===== src/verilog/sscs_pkg.sv =====
// Constants and types of the soft starter control sequencer.
// Assumes a single 20 MHz clock and a 32-bit Avalon-MM register slave.
package sscs_pkg;
  // ****************************************************************
  // Timing
  // ****************************************************************
  localparam int CLK_HZ = 20000000; // Core clock rate
  localparam int AT_SPEED_MS = 30000; // Forced at-speed after start
  localparam int AT_SPEED_CYC = AT_SPEED_MS * (CLK_HZ / 1000);
  localparam int DEBOUNCE_US = 10000; // Contact settle time
  localparam int DEBOUNCE_CYC = DEBOUNCE_US * (CLK_HZ / 1000000);
  // ****************************************************************
  // Register byte offsets
  // ****************************************************************
  localparam logic [5:0] OFS_CTRL = 6'h00; // Control bits
  localparam logic [5:0] OFS_RELAY = 6'h04; // Relay functions
  localparam logic [5:0] OFS_RAMP1 = 6'h08; // First ramp set
  localparam logic [5:0] OFS_RAMP2 = 6'h0c; // Second ramp set
  localparam logic [5:0] OFS_STATUS = 6'h10; // Read-only state
  // ****************************************************************
  // Control field positions
  // ****************************************************************
  localparam int CTL_DECEL = 0; // decel_enable_setting
  localparam int CTL_SWRUN = 1; // Serial run command
  localparam int CTL_CLEAR = 2; // Write 1 clears a trip
  localparam int CTL_IFS_LO = 4; // input_function_select
  localparam int CTL_CCM_LO = 8; // comm_control_mode
  localparam int RLY_STRIDE = 8; // One byte per relay function
  localparam int RMP_ILIM_LO = 16; // Current limit in ramp word
  // ****************************************************************
  // Reset values and encodings
  // ****************************************************************
  localparam logic [3:0] IFS_RESET = 4'h0; // Reset input, NC lockout
  localparam logic [1:0] RIN_EXT_RESET = 2'h0; // Ramp input functions
  localparam logic [1:0] RIN_REM_RESET = 2'h1;
  localparam logic [1:0] RIN_RAMP_SEL = 2'h2;
  localparam logic [1:0] JIN_LOCK_NC = 2'h0; // Jog input functions
  localparam logic [1:0] JIN_LOCK_NO = 2'h1;
  localparam logic [1:0] JIN_JOG = 2'h2;
  localparam logic [1:0] JIN_REMOTE = 2'h3;
  localparam logic [1:0] CCM_OFF = 2'h0; // Serial control modes
  localparam logic [1:0] CCM_ALWAYS = 2'h1;
  localparam logic [1:0] CCM_JOG = 2'h2;
  localparam logic [4:0] FN_OFF = 5'h00; // Relay function codes
  localparam logic [4:0] FN_RUN = 5'h01;
  localparam logic [4:0] FN_AT_SPEED = 5'h02;
  localparam logic [4:0] FN_TRIP_RANGE = 5'h03;
  localparam logic [4:0] FN_ANY_TRIP = 5'h16;
  localparam logic [4:0] TRIP_LO = 5'h05; // Range for FN_TRIP_RANGE
  localparam logic [4:0] TRIP_HI = 5'h15;
  localparam logic [4:0] LOCK_ACCEL = 5'h08; // Lockout codes by phase
  localparam logic [4:0] LOCK_RUN = 5'h09;
  localparam logic [4:0] LOCK_DECEL = 5'h0a;
  localparam logic [7:0] RAMP_TIME_RST = 8'h0a; // Seconds
  localparam logic [9:0] RAMP_ILIM_RST = 10'h15e; // Percent
  localparam logic [9:0] ILIM_ATL = 10'h258; // 600 percent
  typedef enum logic [2:0] {
    ST_IDLE, ST_ACCEL, ST_RUN, ST_DECEL, ST_TRIP
  } sscs_state_e;
endpackage


===== src/verilog/sscs_top.sv =====
// Start/stop sequencer, contact decoding and relay drive of a soft
// starter. Assumes a ramp engine that reports end of ramp, current
// drop and stop level, and protection logic that reports trips.
//
// Local design decisions: the Avalon-MM register port and the placing of the registers.
`timescale 1ns/1ps
// Behaviour
// - Ramp contact closed selects second ramp set
// - Open ramp contact uses first ramp set
// - Zero time and 600% gives across-line start
// - Ramp input defaults to external reset, reassignable
// - Jog input defaults to normally-closed lockout
// - Jog input assignable: jog, remote, NO/NC lockout
// - Jog only runs with a start command
// - Lockout trips at once, code by phase
// - Lockout cuts power even during deceleration
// - Fault output fixed to any trip
// - Relay one: run, drops on stop or decel
// - Relay two: at-speed, drops on stop
// - At-speed on current drop or 30 s
// - Relay three closes on trips 5 to 21
// - Each relay function programmable independently
// - Motor stays off until a start command
// - At speed lights indicator and closes bypass
// - Stop without decel: all off, coast
// - Stop with decel: bypass opens, decel, off
// - Jog input alters serial control per mode
module sscs_top #(
  parameter int AT_SPEED_CYC = sscs_pkg::AT_SPEED_CYC,
  parameter int DB_CYC = sscs_pkg::DEBOUNCE_CYC
) (
  input wire logic clock_i,
  input wire logic nrst_i,
  input wire logic [5:0] avs_address_i,
  input wire logic avs_read_i,
  input wire logic avs_write_i,
  input wire logic [31:0] avs_writedata_i,
  output logic [31:0] avs_readdata_o,
  output logic avs_waitrequest_o,
  input wire logic run_contact_i,
  input wire logic ramp_contact_i,
  input wire logic jog_contact_i,
  input wire logic ramp_end_i,
  input wire logic current_drop_i,
  input wire logic stop_level_i,
  input wire logic fault_valid_i,
  input wire logic [4:0] fault_code_i,
  output logic motor_on_o,
  output logic bypass_o,
  output logic at_speed_o,
  output logic decel_active_o,
  output logic jog_active_o,
  output logic ramp_set_o,
  output logic [7:0] ramp_time_o,
  output logic [9:0] ramp_ilim_o,
  output logic serial_ctrl_o,
  output logic fault_o,
  output logic [4:0] trip_code_o,
  output logic [2:0] aux_o
);
  // ****************************************************************
  // Contact inputs
  // ****************************************************************
  logic [2:0] raw_w; // Run, ramp, jog contacts
  logic [2:0] db_w; // Debounced levels
  assign raw_w = {jog_contact_i, ramp_contact_i, run_contact_i};

  // One debouncer per contact
  genvar gi;
  generate
    for (gi = 0; gi < 3; gi++) begin : g_db
      sscs_debounce #(.DB_CYC(DB_CYC), .CNT_W(18)) u_db (
        .clock_i(clock_i),
        .nrst_i(nrst_i),
        .raw_i(raw_w[gi]),
        .clean_o(db_w[gi])
      );
    end
  endgenerate

  // ****************************************************************
  // Software registers
  // ****************************************************************
  logic decel_en_r; // decel_enable_setting
  logic sw_run_r; // Run command over the serial link
  logic [3:0] ifs_r; // input_function_select
  logic [1:0] ccm_r; // comm_control_mode
  logic [4:0] fn_r [3]; // relay_one..three_function
  logic [7:0] rt_r [2]; // Ramp times, first and second set
  logic [9:0] ri_r [2]; // Current limits, first and second set
  logic wait_r; // Registered waitrequest
  logic ramp_prev_r; // Ramp contact, last cycle
  logic [31:0] rd_w; // Read mux output

  // Bus decode
  wire req_w = avs_read_i | avs_write_i;
  wire wr_w = avs_write_i & ~wait_r; // Write takes effect here
  wire sel_ctrl = avs_address_i == sscs_pkg::OFS_CTRL;
  wire sel_rly = avs_address_i == sscs_pkg::OFS_RELAY;
  wire sel_r1 = avs_address_i == sscs_pkg::OFS_RAMP1;
  wire sel_r2 = avs_address_i == sscs_pkg::OFS_RAMP2;
  wire sel_st = avs_address_i == sscs_pkg::OFS_STATUS;
  wire [31:0] wd = avs_writedata_i;
  wire sw_clear = wr_w & sel_ctrl & wd[sscs_pkg::CTL_CLEAR];

  // ****************************************************************
  // Input functions
  // ****************************************************************
  wire run_db = db_w[0];
  wire ramp_db = db_w[1];
  wire jog_db = db_w[2];
  wire [1:0] rin_fn = ifs_r[1:0];
  wire [1:0] jin_fn = ifs_r[3:2];
  wire lockout_w = ((jin_fn == sscs_pkg::JIN_LOCK_NC) & ~jog_db)
    | ((jin_fn == sscs_pkg::JIN_LOCK_NO) & jog_db);
  wire jog_sel_w = (jin_fn == sscs_pkg::JIN_JOG) & jog_db;
  wire remote_w = ((jin_fn == sscs_pkg::JIN_REMOTE) & jog_db)
    | (ccm_r == sscs_pkg::CCM_ALWAYS)
    | ((ccm_r == sscs_pkg::CCM_JOG) & jog_db);
  wire run_cmd = remote_w ? sw_run_r : run_db;
  wire ramp_sel_w = (rin_fn == sscs_pkg::RIN_RAMP_SEL) & ramp_db;
  wire ramp_rise = ramp_db & ~ramp_prev_r;
  // Remote reset only counts while serial control is selected
  wire ext_reset = ramp_rise & ((rin_fn == sscs_pkg::RIN_EXT_RESET)
    | ((rin_fn == sscs_pkg::RIN_REM_RESET) & remote_w));
  wire [7:0] sel_time = rt_r[ramp_sel_w];
  wire [9:0] sel_ilim = ri_r[ramp_sel_w];
  wire atl_w = (sel_time == 8'h00)
    & (sel_ilim == sscs_pkg::ILIM_ATL);

  // Avalon slave: one wait cycle, then the answer
  always_ff @(posedge clock_i) begin
    if (!nrst_i) begin
      wait_r <= 1'b1;
    end else begin
      wait_r <= ~(req_w & wait_r);
    end
  end

  // Control register writes
  always_ff @(posedge clock_i) begin
    if (!nrst_i) begin
      decel_en_r <= 1'b0;
      sw_run_r <= 1'b0;
      ifs_r <= sscs_pkg::IFS_RESET;
      ccm_r <= sscs_pkg::CCM_OFF;
    end else if (wr_w & sel_ctrl) begin
      decel_en_r <= wd[sscs_pkg::CTL_DECEL];
      sw_run_r <= wd[sscs_pkg::CTL_SWRUN];
      ifs_r <= wd[sscs_pkg::CTL_IFS_LO +: 4];
      ccm_r <= wd[sscs_pkg::CTL_CCM_LO +: 2];
    end
  end

  // Relay functions and ramp sets, one entry each
  generate
    for (gi = 0; gi < 3; gi++) begin : g_fn
      localparam logic [4:0] FN_DEF = (gi == 0) ? sscs_pkg::FN_RUN
        : (gi == 1) ? sscs_pkg::FN_AT_SPEED : sscs_pkg::FN_TRIP_RANGE;
      always_ff @(posedge clock_i) begin
        if (!nrst_i) begin
          fn_r[gi] <= FN_DEF;
        end else if (wr_w & sel_rly) begin
          fn_r[gi] <= wd[gi*sscs_pkg::RLY_STRIDE +: 5];
        end
      end
    end
    for (gi = 0; gi < 2; gi++) begin : g_ramp
      wire sel_w = (gi == 0) ? sel_r1 : sel_r2;
      always_ff @(posedge clock_i) begin
        if (!nrst_i) begin
          rt_r[gi] <= sscs_pkg::RAMP_TIME_RST;
          ri_r[gi] <= sscs_pkg::RAMP_ILIM_RST;
        end else if (wr_w & sel_w) begin
          rt_r[gi] <= wd[7:0];
          ri_r[gi] <= wd[sscs_pkg::RMP_ILIM_LO +: 10];
        end
      end
    end
  endgenerate

  // ****************************************************************
  // Sequencer
  // ****************************************************************
  sscs_pkg::sscs_state_e state_r, state_nxt; // Operating phase
  logic [29:0] spd_cnt_r; // Cycles since start
  logic ramp_end_r; // End of ramp seen this start
  logic jog_r; // This run is a jog
  logic [4:0] code_nxt; // Trip code to hold
  logic [4:0] lock_code; // Lockout code of current phase
  wire spd_timeout = spd_cnt_r == 30'(AT_SPEED_CYC - 1);
  wire at_speed_hit = (ramp_end_r & current_drop_i) | spd_timeout;
  wire trip_w = state_r != sscs_pkg::ST_TRIP
    & (lockout_w | fault_valid_i);

  // Lockout code follows the phase at the trip
  assign lock_code = (state_r == sscs_pkg::ST_RUN) ? sscs_pkg::LOCK_RUN
    : (state_r == sscs_pkg::ST_DECEL) ? sscs_pkg::LOCK_DECEL
    : sscs_pkg::LOCK_ACCEL;

  // Next phase; trips take priority over every command
  always_comb begin
    state_nxt = state_r;
    code_nxt = trip_code_o;
    if (trip_w) begin
      state_nxt = sscs_pkg::ST_TRIP;
      code_nxt = lockout_w ? lock_code : fault_code_i;
    end else begin
      case (state_r)
        sscs_pkg::ST_IDLE: begin
          // Jog alone never starts; run command is needed
          if (run_cmd) begin
            state_nxt = atl_w ? sscs_pkg::ST_RUN : sscs_pkg::ST_ACCEL;
          end
        end
        sscs_pkg::ST_ACCEL, sscs_pkg::ST_RUN: begin
          if (!run_cmd) begin
            state_nxt = decel_en_r ? sscs_pkg::ST_DECEL
              : sscs_pkg::ST_IDLE;
          end else if (state_r == sscs_pkg::ST_ACCEL && at_speed_hit) begin
            state_nxt = sscs_pkg::ST_RUN;
          end
        end
        sscs_pkg::ST_DECEL: begin
          if (stop_level_i) begin
            state_nxt = sscs_pkg::ST_IDLE;
          end
        end
        sscs_pkg::ST_TRIP: begin
          if (sw_clear | ext_reset) begin
            state_nxt = sscs_pkg::ST_IDLE;
            code_nxt = 5'h00;
          end
        end
        default: state_nxt = sscs_pkg::ST_IDLE;
      endcase
    end
  end

  // Phase, trip code and at-speed timer
  always_ff @(posedge clock_i) begin
    if (!nrst_i) begin
      state_r <= sscs_pkg::ST_IDLE;
      trip_code_o <= 5'h00;
      spd_cnt_r <= '0;
      ramp_end_r <= 1'b0;
      ramp_prev_r <= 1'b0;
    end else begin
      state_r <= state_nxt;
      trip_code_o <= code_nxt;
      ramp_prev_r <= ramp_db;
      // Timer and ramp end restart with every acceleration
      if (state_r != sscs_pkg::ST_ACCEL) begin
        spd_cnt_r <= '0;
        ramp_end_r <= 1'b0;
      end else begin
        spd_cnt_r <= spd_cnt_r + 1'b1;
        ramp_end_r <= ramp_end_r | ramp_end_i;
      end
    end
  end

  // ****************************************************************
  // Outputs
  // ****************************************************************
  wire going = state_nxt inside {sscs_pkg::ST_ACCEL, sscs_pkg::ST_RUN};
  wire in_run = state_nxt == sscs_pkg::ST_RUN;
  wire in_trip = state_nxt == sscs_pkg::ST_TRIP;
  wire trip_rng = in_trip & (code_nxt >= sscs_pkg::TRIP_LO)
    & (code_nxt <= sscs_pkg::TRIP_HI);

  // Relay state for one function code
  function automatic logic relay_eval(input logic [4:0] fn);
    case (fn)
      sscs_pkg::FN_RUN: relay_eval = going;
      sscs_pkg::FN_AT_SPEED: relay_eval = in_run;
      sscs_pkg::FN_TRIP_RANGE: relay_eval = trip_rng;
      sscs_pkg::FN_ANY_TRIP: relay_eval = in_trip;
      default: relay_eval = 1'b0;
    endcase
  endfunction

  // Registered drive of power stage, relays and indicators
  always_ff @(posedge clock_i) begin
    if (!nrst_i) begin
      motor_on_o <= 1'b0;
      bypass_o <= 1'b0;
      at_speed_o <= 1'b0;
      decel_active_o <= 1'b0;
      jog_r <= 1'b0;
      ramp_set_o <= 1'b0;
      fault_o <= 1'b0;
      aux_o <= 3'h0;
    end else begin
      motor_on_o <= going | (state_nxt == sscs_pkg::ST_DECEL);
      bypass_o <= in_run;
      at_speed_o <= in_run;
      decel_active_o <= state_nxt == sscs_pkg::ST_DECEL;
      if (state_r == sscs_pkg::ST_IDLE) begin
        jog_r <= jog_sel_w;
      end
      ramp_set_o <= ramp_sel_w;
      fault_o <= relay_eval(sscs_pkg::FN_ANY_TRIP);
      for (int i = 0; i < 3; i++) begin
        aux_o[i] <= relay_eval(fn_r[i]);
      end
    end
  end

  // Selected ramp set, serial control flag, jog and bus answer
  always_ff @(posedge clock_i) begin
    if (!nrst_i) begin
      ramp_time_o <= sscs_pkg::RAMP_TIME_RST;
      ramp_ilim_o <= sscs_pkg::RAMP_ILIM_RST;
      serial_ctrl_o <= 1'b0;
      jog_active_o <= 1'b0;
      avs_readdata_o <= 32'h0000_0000;
    end else begin
      ramp_time_o <= sel_time;
      ramp_ilim_o <= sel_ilim;
      serial_ctrl_o <= remote_w;
      jog_active_o <= jog_r & going;
      if (avs_read_i & wait_r) begin
        avs_readdata_o <= rd_w;
      end
    end
  end

  // Read mux; unmapped offsets read zero
  always_comb begin
    rd_w = 32'h0000_0000;
    if (sel_ctrl) begin
      rd_w = {22'h0, ccm_r, ifs_r, 2'h0, sw_run_r, decel_en_r};
    end else if (sel_rly) begin
      rd_w = {11'h0, fn_r[2], 3'h0, fn_r[1], 3'h0, fn_r[0]};
    end else if (sel_r1 | sel_r2) begin
      rd_w = {6'h0, ri_r[sel_r2], 8'h0, rt_r[sel_r2]};
    end else if (sel_st) begin
      rd_w = {18'h0, db_w, trip_code_o, ramp_set_o, at_speed_o,
        bypass_o, state_r};
    end
  end
  assign avs_waitrequest_o = wait_r;

  // ****************************************************************
  // Checks
  // ****************************************************************
  logic live_r;
  // Attempts wait one edge past reset release
  always_ff @(posedge clock_i) begin
    live_r <= nrst_i;
  end
endmodule


===== src/verilog/sscs_debounce.sv =====
// Synchroniser and debouncer for one dry contact input.
// Assumes the raw contact level may change at any time.
`timescale 1ns/1ps
module sscs_debounce #(
  parameter int DB_CYC = 200000,
  parameter int CNT_W = 18
) (
  input wire logic clock_i,
  input wire logic nrst_i,
  input wire logic raw_i,
  output logic clean_o
);
  logic meta_r; // First stage, read only by sync_r
  logic sync_r; // Second stage
  logic [CNT_W-1:0] cnt_r; // Cycles the new level has held
  wire differs = sync_r != clean_o;
  wire settled = cnt_r == CNT_W'(DB_CYC - 1);

  // Two-flop synchroniser
  always_ff @(posedge clock_i) begin
    if (!nrst_i) begin
      meta_r <= 1'b0;
      sync_r <= 1'b0;
    end else begin
      meta_r <= raw_i;
      sync_r <= meta_r;
    end
  end

  // Accept a new level only after it held for DB_CYC cycles
  always_ff @(posedge clock_i) begin
    if (!nrst_i) begin
      cnt_r <= '0;
      clean_o <= 1'b0;
    end else if (!differs) begin
      cnt_r <= '0;
    end else if (settled) begin
      cnt_r <= '0;
      clean_o <= sync_r;
    end else begin
      cnt_r <= cnt_r + 1'b1;
    end
  end
endmodule


===== config.mk =====
export PLATFORM = sky130hd
export DESIGN_NAME = sscs_top
export DESIGN_NICKNAME = d
export VERILOG_FILES = /design/src/verilog/sscs_pkg.sv /design/src/verilog/sscs_top.sv /design/src/verilog/sscs_debounce.sv
export SDC_FILE = /design/constraint.sdc
export NUM_CORES = 1
export LEC_CHECK = 0
export BUFFER_PORTS_ARGS = -buffer_cell sky130_fd_sc_hd__buf_2
export CAP_MARGIN = 25
export CORE_MARGIN = 2
export CORE_UTILIZATION = 52
export CTS_CLUSTER_DIAMETER = 200
export DETAILED_ROUTE_END_ITERATION = 6
export PLACE_DENSITY = 0.76
export SYNTH_ARGS = -nofsm -noshare
export SYNTH_HDL_FRONTEND = slang
export SYNTH_SLANG_ARGS = --single-unit

===== constraint.sdc =====
create_clock -name clock_i -period 3 [get_ports clock_i]
set_clock_uncertainty 0.2 [all_clocks]
set_input_delay 0.45 -clock clock_i [delete_from_list [all_inputs] [get_ports clock_i]]
set_output_delay 0.45 -clock clock_i [all_outputs]
set_load 0.1 [all_outputs]

* After elaboration in Yosys (flattened, before gate mapping)
Memories as Yosys holds them, arrays and structs flattened. Cells that the tools add are included.
Cells by class: add/subtract/negate cells 4, multiply operators 0, div/mod/pow operators 0, $lt $le $gt $ge 2, equality and inequality tests 41, shift-type cells 0, muxes and demuxes 40, bitwise gates (word level) 49, reduce and logical (&&, ||, !) cells 15
Operators by type and width (count):
- 2-to-1 mux 26 bit | 3
- adder 18 x 1 -> 18 bit, second input constant | 3
- equality test 18 bit, second input constant | 3
- 2-to-1 mux 5 bit | 7
- adder 30 x 1 -> 30 bit, second input constant | 1
- equality test 30 bit, second input constant | 1
- equality test 5 x 2 -> 1 bit, second input constant | 6
- bitwise AND 1 bit | 23
- 2-to-1 mux 10 bit | 2
- 2-to-1 mux 3 bit | 6
- OR 1 bit | 18
- 2-to-1 mux 8 bit | 2
- equality test 5 x 1 -> 1 bit, second input constant | 3
- equality test 5 bit, second input constant | 3
- 2-to-1 mux 14 bit | 1
- equality test 3 x 2 -> 1 bit, second input constant | 4
- equality test 6 x 4 -> 1 bit, second input constant | 2
- case mux 1 bit (4 select lines) | 3
- case mux 3 bit (4 select lines) | 1
- 2-to-1 mux 1 bit | 11
- equality test 10 bit, second input constant | 1
- OR reduction 3 bit | 3
- equality test 2 bit, second input constant | 4
- logical NOT 8 bit | 1
- other kinds (19) | 39
Word-level totals: flip-flop bits (word level) 173, bits in latches 0, memory bits (writable) 51, bits in read-only memories 0, bits of input ports 54, memories kept 3
Memory list:
- ri_r | words 2, bits a word 10, read ports 2, clocked after memory_dff 0, write ports 2, RTL line sscs_top.sv:90 | logic [9:0] ri_r [2];
- rt_r | words 2, bits a word 8, read ports 2, clocked after memory_dff 0, write ports 2, RTL line sscs_top.sv:89 | logic [7:0] rt_r [2];
- fn_r | words 3, bits a word 5, read ports 3, clocked after memory_dff 0, write ports 3, RTL line sscs_top.sv:88 | logic [4:0] fn_r [3];

* Longest topological paths before layout
Gate-level depths: netlist of the first run.
word-level depth 15, gate-level depth with buffers 10, depth with buffers taken out 9

* Cells and area by module
From an unflattened synthesis of the first run, not the netlist that was laid out.
Second synthesis, totals: cells, all modules 1042, area total of the unflattened synthesis 9917.0 µm²
Modules (own cells, without submodules):
- sscs_top | instances 1, cells each 727, area each 6839.1 µm², sequential area each 3573.4 µm²
- sscs_debounce | instances 3, cells each 105, area each 1026.0 µm², sequential area each 420.4 µm²

* Least setup slack after synthesis of the first run
OpenSTA, ideal clock, no wires.
kind input port to flip-flop, from input port avs_address_i[1], to memory ri_r[0][0], enable pin, library setup time 0.418 ns, arrival 2.632 ns, setup slack -0.250 ns, stages 5, cells stage by stage nor4_1 > and2_1 > buf_2 > nand2_1 > o21ai_0
RTL lines:
- start: declaration | RTL line sscs_top.sv:34 | input wire logic [5:0] avs_address_i,
- end: declaration | RTL line sscs_top.sv:90

==> flow_metrics.env, run 1 <==
export IMPL_r2r_slack_ns=0.15
export IMPL_rr_endpoint="jog_active_o"
export IMPL_fin_nets=1206
export IMPL_ys_types=69
export IMPL_synth_edff_count=51
export IMPL_synth_area_leaders="dfxtp_1 35%, edfxtp_1 16%, nor2_1 6.5%"
export IMPL_cpMostUsedCell="buf_4"
export IMPL_core_um2=18000
export IMPL_setup_viol=0
export IMPL_hold_viol_final=0
export IMPL_final_layout_size_suffix_gt1_frac=0.174
export IMPL_routabilityCongestion=0.953
export IMPL_critPathLaunch="rt_r[1][1]"
export IMPL_insertion_delay_ns=0.50
export IMPL_syn_avg_cell_area_um2=9.25
export IMPL_grt_usage=0.237
export IMPL_row_count=49
export IMPL_num_antenna_cells=0
export IMPL_p_per_area_nw_per_um2=584
export IMPL_power_w=0.00656
export IMPL_yosysTopAreaCell="dfxtp_1"
export IMPL_holdPathEnd="ri_r[1][8]"
export IMPL_cp_depth=10
export IMPL_firstDrtPassIters=7
export IMPL_wl_per_cell_um=16.7
export IMPL_crit_type="register to register"
export IMPL_path_delay_family="simple AND/OR/NAND/NOR gates"
export IMPL_crit_chain="nor4b_1, nand4_1, nor4_1, buf_4, nor2_1, o32a_2, buf_4, a21o_1, a21oi_1, and3b_1"
export IMPL_ys_warn_count=0
export IMPL_crit_buf_inv=2
export IMPL_vias_per_cell=5.60
export IMPL_cp_arrival_ns=3.09
export IMPL_place_hpwl_mm=16.5
export IMPL_ir_worst_vdd_v=0.000493
export IMPL_netlist_area_um2=9510
export IMPL_globalRouteOverflowTotal=0
export IMPL_switching_share=0.230
export IMPL_dp_cells=1346
export IMPL_cts_buffers=23
export IMPL_initial_core_util=0.530
export IMPL_cpMaxStageDelayCell="nor4b_1"
export IMPL_ys_seq_area_frac=0.508
export IMPL_combPwrFrac=0.067
export IMPL_areaGrowthSynthToFinish_pct=18.1
export IMPL_finalInstanceArea_um2=11200
export IMPL_p_int_w=0.00505
export IMPL_path_clk_slew_ns=0.06
export IMPL_fin_crit_sh=0.949
export IMPL_hp_start="avs_writedata_i[24]"
export IMPL_hold_path_class="input port to register"
export IMPL_syn_inst=1028
export IMPL_violations="design-rule violations"
export IMPL_postPlaceCellArea_um2=10300
export IMPL_cap_violations=0
export IMPL_drt_iter0_drc=554
export IMPL_grt_pass1_wl_mm=38.0
export IMPL_fp_dieW_um=139
export IMPL_drcViolationCount=3
export IMPL_htree_levels=1
export IMPL_yosys_most_used_dff="dfxtp_1"
export IMPL_nFillCells=1518
export IMPL_dieArea_um2=19400
export IMPL_clock_sinks=216
export IMPL_worst_slack_ns=0.153
export IMPL_num_vias=7809
export IMPL_rsz0062_at_grt="no"
export IMPL_relSlewSlack=0.526
export IMPL_cts_tree="done"
export IMPL_post_route_min_period_ns=2.85
export IMPL_netlist_area_leader_share=0.347
export IMPL_pre_cts_ws_ns=0.207
export IMPL_io_buffer_count=103
export IMPL_switchingPower_w=0.00151
export IMPL_path_max_fanout=3
export IMPL_maxSlewViolCount=0
export IMPL_drt_wl_total_mm=23.3
export IMPL_start_kind="register"
export IMPL_seqPwrFrac=0.464
export IMPL_synth_common_cells="165 x dfxtp_1, 165 x nor2_1, 87 x nand2_1"
export IMPL_reg2reg_from="rt_r[1][1]"
export IMPL_tightest_slew_ns=0.711
export IMPL_cp_end_kind="register"
export IMPL_p_leak_nw=4.24
export IMPL_p_clk_frac=0.469
export IMPL_reg2reg_depth=10
export IMPL_synth_async_reset_ratio=0
export IMPL_ios=121
export IMPL_ant_nets=0
export IMPL_cts_root_buf="clkbuf_16"
export IMPL_antenna_found_initial=0
export IMPL_hold_depth=2
export IMPL_clock_fmax_mhz=351
export IMPL_worstPathRequired_ns=3.24
export IMPL_synth_seq_cells=216
export IMPL_grt_max_degree=35
export IMPL_die_h_um=139
export IMPL_cts_buffer_depth=3
export IMPL_critPathMaxStageDelay_ns=0.46
export IMPL_outcome="finished, violations left"
export IMPL_layoutNonFillerInstCount=1394
export IMPL_finalSetupTns_ns=0
export IMPL_grt_pass1_vias=7433
-- state kept, by name, summed over array words and instances (netlist names), 8 cells and up --
| name | cells |
|---|---|
| spd_cnt_r | 30 |
| ramp_time_o | 8 |
| avs_readdata_o | 24 |
| ramp_ilim_o | 10 |
| ri_r | 20 |
| fn_r | 15 |
| rt_r | 16 |
| g_db.u_db.cnt_r | 54 |
-- how the worst max path moves through the flow --
stage	endpoint	slack, ns
floorplan	ri_r[0][0]	0.24
global placement	aux_o[0]	0.27
detailed placement	aux_o[1]	0.21
CTS	aux_o[1]	0.19
global route	aux_o[1]	0.04
finish	jog_active_o	0.15
-- what timing repair did --
action / in CTS / in global routing
resized for setup: 0 / 0
hold buffers: 6 / 0
hold endpoints to repair: 5 / 0
setup buffers: 0 / 0
-- final cells by class --
cell class                 count  area [µm²]  share of cell area
timing repair buffer         145         858              0.0764
clock buffer                  29         639              0.0569
inverter                      18        67.6             0.00601
multi-input combinational    744        4360               0.388
sequential                   216        4830               0.430
tap                          229         287              0.0255
clock inverter                13         195              0.0174
-- per-layer routing --
layer | routed length [µm] | part of all wire | track usage
met1 | 10300 | 0.44 | 0.330
met2 | 10800 | 0.46 | 0.380
met3 | 1590 | 0.068 | 0.0358
met4 | 696 | 0.030 | 0.0829
met5 | 0 | 0 | 0
-- cell families (layout without fill, tap and decap cells) --
group | count (synthesis) | count (layout) | synth area share
other | 1 | 8 | 0.000394
DFF | 216 | 216 | 0.508
muxes | 27 | 27 | 0.0292
adders and majority gates | 4 | 4 | 0.00526
AOI/OAI and AO/OA | 125 | 125 | 0.0856
and+or+nand+nor | 505 | 505 | 0.265
xor gates and xnor gates | 75 | 75 | 0.0690
buffers and inverters | 75 | 205 | 0.0373
-- worst reg2reg max path, stage by stage (launching register included) --
cell and delay [ns]:
edfxtp_1 0.43, nor4b_1 0.46, nand4_1 0.16, nor4_1 0.23, buf_4 0.19, nor2_1 0.05, o32a_2 0.37, buf_4 0.14
a21o_1 0.21, a21oi_1 0.17, and3b_1 0.19
-- stage by stage --
| step | utilization | hold slack (ns) |
|---|---|---|
| floorplan | - | 0.212 |
| global placement | 0.576 | 0.219 |
| detailed placement | 0.576 | 0.219 |
| CTS | 0.626 | 0.00573 |
| global route | 0.626 | 0.0124 |
| finish | 0.626 | 0.0180 |
-- power by group through the flow --
| stage | logic [W] | clock network, W | registers, W |
|---|---|---|---|
| floorplan | 0.000177 | 0 | 0.00324 |
| global placement | 0.000425 | 0 | 0.00310 |
| detailed placement | 0.000426 | 0 | 0.00311 |
| CTS | 0.000436 | 0.00313 | 0.00304 |
| global route | 0.000460 | 0.00324 | 0.00305 |
| finish | 0.000437 | 0.00308 | 0.00304 |
-- layout by cell type, fill, tap and decap left out, types with 26 or more instances in the layout --
cell type  instances
or3_1             26
nor2_1           165
buf_2            103
xor2_1            44
nand3_1           58
dfxtp_1          165
xnor2_1           31
buf_4             35
edfxtp_1          51
nand2_1           87
a21oi_1           54
and2_1            39
Power figures use the tool's default switching activity.
==> run 2: changes to the inputs <==
--- a/config.mk
+++ b/config.mk
@@ -12,6 +12,7 @@
 export CTS_CLUSTER_DIAMETER = 200
 export DETAILED_ROUTE_END_ITERATION = 6
 export PLACE_DENSITY = 0.76
+export REMOVE_ABC_BUFFERS = 1
 export SYNTH_ARGS = -nofsm -noshare
 export SYNTH_HDL_FRONTEND = slang
 export SYNTH_SLANG_ARGS = --single-unit
==> flow_metrics.env, run 2 (synthesis gave the netlist of run 1 again) <==
export IMPL_fp_dieW_um=139
export IMPL_finalInstanceArea_um2=11200
export IMPL_cp_arrival_ns=3.10
export IMPL_htree_levels=1
export IMPL_r2r_slack_ns=0.12
export IMPL_fin_crit_sh=0.959
export IMPL_row_count=49
export IMPL_hold_depth=2
export IMPL_p_leak_nw=4.24
export IMPL_core_um2=18000
export IMPL_reg2reg_from="ri_r[1][8]"
export IMPL_rr_endpoint="aux_o[0]"
export IMPL_maxSlewViolCount=0
export IMPL_setup_viol=0
export IMPL_clock_fmax_mhz=348
export IMPL_layoutNonFillerInstCount=1396
export IMPL_wl_per_cell_um=16.5
export IMPL_reg_top3="g_db.u_db.cnt_r (54), spd_cnt_r (30), avs_readdata_o (24)"
export IMPL_ios=121
export IMPL_place_hpwl_mm=16.2
export IMPL_p_per_area_nw_per_um2=571
export IMPL_crit_buf_inv=3
export IMPL_post_route_min_period_ns=2.88
export IMPL_outcome="finished clean"
export IMPL_grt_max_degree=31
export IMPL_die_h_um=139
export IMPL_antenna_found_initial=0
export IMPL_num_vias=7809
export IMPL_crit_chain="nor4_1, nand4_1, nor4_1, buf_4, nor2_1, o32a_2, buf_4, a21oi_1, buf_4, o31ai_1, nand3_1"
export IMPL_routabilityCongestion=0.912
export IMPL_grt_pass1_wl_mm=36.9
export IMPL_worstPathRequired_ns=3.22
export IMPL_insertion_delay_ns=0.51
export IMPL_cts_root_buf="clkbuf_16"
export IMPL_final_cell_mix="165 x nor2_1, 165 x dfxtp_1, 103 x buf_2"
export IMPL_drcViolationCount=0
export IMPL_dieArea_um2=19400
export IMPL_tightest_slew_ns=0.750
export IMPL_clock_sinks=216
export IMPL_dp_cells=1349
export IMPL_critPathMaxStageDelay_ns=0.47
export IMPL_registers_top_by_ff_count="g_db.u_db.cnt_r"
export IMPL_globalRouteOverflowTotal=0
export IMPL_cts_buffer_depth=3
export IMPL_path_delay_family="simple AND/OR/NAND/NOR gates"
export IMPL_final_layout_size_suffix_gt1_frac=0.177
export IMPL_path_max_fanout=5
export IMPL_initial_core_util=0.530
export IMPL_nFillCells=1522
export IMPL_reg2reg_depth=11
export IMPL_grt_pass1_vias=7427
export IMPL_areaGrowthSynthToFinish_pct=18.0
export IMPL_drt_iter0_drc=640
export IMPL_postPlaceCellArea_um2=10400
export IMPL_num_antenna_cells=0
export IMPL_vias_per_cell=5.59
export IMPL_start_kind="register"
export IMPL_relSlewSlack=0.500
export IMPL_drt_wl_total_mm=23.1
export IMPL_rsz0062_at_grt="no"
export IMPL_grt_usage=0.231
export IMPL_cts_buffers=23
export IMPL_hold_path_class="input port to register"
export IMPL_cts_tree="done"
export IMPL_ant_nets=0
export IMPL_hold_slack_ns=0.00929
export IMPL_cap_violations=0
export IMPL_crit_type="register to register"
export IMPL_fin_nets=1209
export IMPL_io_buffer_count=103
export IMPL_hp_start="avs_writedata_i[24]"
export IMPL_cpMaxStageDelayCell="nor4_1"
export IMPL_path_clk_slew_ns=0.06
export IMPL_cp_end_kind="register"
export IMPL_largest_register_ffs=54
export IMPL_cpMostUsedCell="buf_4"
export IMPL_holdPathEnd="ri_r[1][8]"
export IMPL_firstDrtPassIters=5
export IMPL_ir_worst_vdd_v=0.000412
export IMPL_hold_viol_final=0
## run 2: changes by cell type in the layout (fill, tap and decap cells not counted), sizes merged
cell and delta:
clkinv -2, buf +3, clkinvlp -1, inv -1
clkbuf +6, bufinv -3
## run 2: what timing repair did
action | 4_1_cts | 5_1_grt
hold buffers | 6 | 0
gates resized for setup | 0 | 1
setup endpoints to repair | 0 | 3
hold endpoints to repair | 5 | 0
buffers inserted | 0 | 0
## run 2: power breakdown
group / leakage [nW] / internal [W] / switching (W)
clock network: 0.390 / 0.00181 / 0.00113
registers: 1.79 / 0.00301 / 0.0000288
logic: 2.06 / 0.000100 / 0.000338
## run 2: metal layers
layer  vias up  part of all wire  track usage
li1       3823                 -            -
met1      3632              0.42        0.309
met2       306              0.47        0.383
met3        48             0.080       0.0396
met4         0             0.025       0.0792
met5         -                 0            0
## run 2: layout make-up
type / instances / area (µm²) / area share
flip-flops and latches: 216 / 4830 / 0.431
multi-input cells: 744 / 4360 / 0.389
repair buffers: 148 / 881 / 0.0784
clock buffers: 35 / 713 / 0.0635
well taps: 229 / 287 / 0.0255
clock inverters: 6 / 82.6 / 0.00735
inverters: 18 / 67.6 / 0.00602
## run 2: per-stage QoR
stage / worst slack, ns / util / power (W) / TNS (ns)
finish: 0.123 / 0.625 / 0.00642 / 0
CTS: 0.170 / 0.625 / 0.00646 / 0
global route: 0.0181 / 0.625 / 0.00661 / 0
detailed placement: 0.208 / 0.577 / 0.00353 / 0
floorplan: -0.256 / - / 0.00339 / -4.61
global placement: 0.179 / 0.577 / 0.00353 / 0
## run 2: worst max-delay path by stage
stage                           startpoint    endpoint  slack (ns)  depth (start not counted)
after floorplan           avs_address_i[1]  ri_r[0][0]       -0.26                          4
after global placement          ri_r[1][8]    aux_o[0]        0.18                         11
after detailed placement        ri_r[0][8]    aux_o[1]        0.21                          9
after CTS                       ri_r[0][8]    aux_o[1]        0.17                          9
after global routing            ri_r[1][8]    aux_o[0]        0.02                         11
final                           ri_r[1][8]    aux_o[0]        0.12                         11
==> run 3: changes to the inputs <==
==> constraint.sdc (replaced) <==
create_clock -name clock_i -period 3 [get_ports clock_i]
set_clock_uncertainty 0.2 [all_clocks]
set_input_delay 0.6 -clock clock_i [delete_from_list [all_inputs] [get_ports clock_i]]
set_output_delay 0.6 -clock clock_i [all_outputs]
set_load 0.1 [all_outputs]
==> flow_metrics.env, run 3 (synthesis gave the netlist of run 1 again) <==
export IMPL_largest_register_ffs=54
export IMPL_io_buffer_count=103
export IMPL_final_util=0.626
export IMPL_insertion_delay_ns=0.51
export IMPL_initial_core_util=0.530
export IMPL_dieArea_um2=19400
export IMPL_cp_end_kind="register"
export IMPL_vias_per_cell=5.69
export IMPL_place_hpwl_mm=16.3
export IMPL_tightest_slew_ns=0.713
export IMPL_cts_buffers=24
export IMPL_fp_dieW_um=139
export IMPL_post_route_min_period_ns=2.93
export IMPL_cts_buffer_depth=3
export IMPL_cts_root_buf="clkbuf_16"
export IMPL_row_count=49
export IMPL_firstDrtPassIters=6
export IMPL_clock_sinks=216
export IMPL_setup_viol=0
export IMPL_maxSlewViolCount=0
export IMPL_relSlewSlack=0.525
export IMPL_ir_worst_vdd_v=0.000475
export IMPL_post_cts_setup_buffers=0
export IMPL_core_um2=18000
export IMPL_die_h_um=139
export IMPL_fin_nets=1207
export IMPL_path_clk_slew_ns=0.06
export IMPL_hold_path_class="input port to register"
export IMPL_p_leak_nw=4.27
export IMPL_grt_pass1_vias=7420
export IMPL_reg2reg_from="ri_r[0][8]"
export IMPL_nFillCells=1537
export IMPL_crit_type="register to register"
export IMPL_wl_per_cell_um=16.7
export IMPL_finalSetupTns_ns=0
export IMPL_clock_fmax_mhz=341
export IMPL_reg_top3="g_db.u_db.cnt_r (54), spd_cnt_r (30), avs_readdata_o (24)"
export IMPL_grt_pass1_wl_mm=37.0
export IMPL_final_cell_mix="165 x nor2_1, 165 x dfxtp_1, 103 x buf_2"
export IMPL_ant_nets=0
export IMPL_fin_crit_sh=0.976
export IMPL_worstPathRequired_ns=3.20
export IMPL_outcome="finished clean"
export IMPL_start_kind="register"
export IMPL_cap_violations=0
export IMPL_cp_arrival_ns=3.13
export IMPL_hold_viol_final=0
export IMPL_rsz0062_at_grt="no"
export IMPL_areaGrowthSynthToFinish_pct=18.2
export IMPL_cts_repair_resized=1
export IMPL_cts_hold_buf=0
export IMPL_num_antenna_cells=0
export IMPL_grt_usage=0.233
export IMPL_hp_start="ramp_end_i"
export IMPL_routabilityCongestion=0.916
export IMPL_p_per_area_nw_per_um2=577
export IMPL_antenna_found_initial=0
export IMPL_drt_iter0_drc=557
export IMPL_cts_tree="done"
export IMPL_final_layout_size_suffix_gt1_frac=0.184
export IMPL_registers_top_by_ff_count="g_db.u_db.cnt_r"
export IMPL_drt_wl_total_mm=23.3
export IMPL_htree_levels=1
export IMPL_path_max_fanout=3
export IMPL_hold_slack_ns=0.101
export IMPL_globalRouteOverflowTotal=0
export IMPL_grt_max_degree=31
export IMPL_ios=121
export IMPL_critPathLaunch="ri_r[0][8]"
export IMPL_drcViolationCount=0
export IMPL_num_vias=7932
-- run 3: cell count changes in the layout (fill, tap and decap cells not counted), moves of 2 or more --
cell / before / now
clkbuf_1: 5 / 3
buf_4: 38 / 40
clkbuf_16: 25 / 27
dlygate4sd3_1: 6 / 0
-- run 3: stage by stage --
| step | std cells | instance area, µm² | setup WS, ns | total power [W] |
|---|---|---|---|---|
| floorplan | 978 | 9250 | -0.406 | 0.00339 |
| global placement | 1352 | 10400 | 0.0753 | 0.00353 |
| detailed placement | 1352 | 10400 | 0.0260 | 0.00354 |
| CTS | 1395 | 11200 | 0.105 | 0.00654 |
| global route | 1395 | 11200 | 0.0341 | 0.00666 |
| finish | 1395 | 11200 | 0.0716 | 0.00649 |
-- run 3: final timing paths --
path                            slack, ns  cells after the start                  end
worst max-delay path                 0.07                      9             aux_o[1]
worst min-delay path                 0.10                      3           ramp_end_r
worst max register to register       0.07                      9             aux_o[1]
worst min register to register       0.23                      1  g_db[0].u_db.sync_r
-- run 3: critical path, cell delays in order (launching register included) --
cell and delay [ns]:
edfxtp_1 0.42, nor4_1 0.51, nand4_1 0.18, nor4_2 0.24, buf_4 0.17, a2111oi_1 0.06, or3b_1 0.38, a21o_1 0.20
o31a_1 0.26, o41ai_2 0.20
-- run 3: layer usage --
layer / track usage / up-vias / wire length, µm
met1: 0.312 / 3746 / 9760
met4: 0.0707 / 0 / 525
li1: - / 3814 / -
met2: 0.392 / 326 / 11200
met3: 0.0341 / 46 / 1810
met5: 0 / - / 0
-- run 3: layout make-up --
cell class | count | area [µm²] | area share
sequential | 216 | 4830 | 0.430
multi-input combinational | 744 | 4360 | 0.388
timing repair buffer | 145 | 856 | 0.0761
clock buffer | 37 | 777 | 0.0691
tap | 229 | 287 | 0.0255
inverter | 18 | 67.6 | 0.00601
clock inverter | 6 | 58.8 | 0.00523
-- run 3: power by group --
group / internal, W / switching (W) / leakage (nW) / total, W
sequential: 0.00301 / 0.0000287 / 1.79 / 0.00304
clock: 0.00187 / 0.00114 / 0.418 / 0.00301
combinational: 0.0000977 / 0.000337 / 2.06 / 0.000435
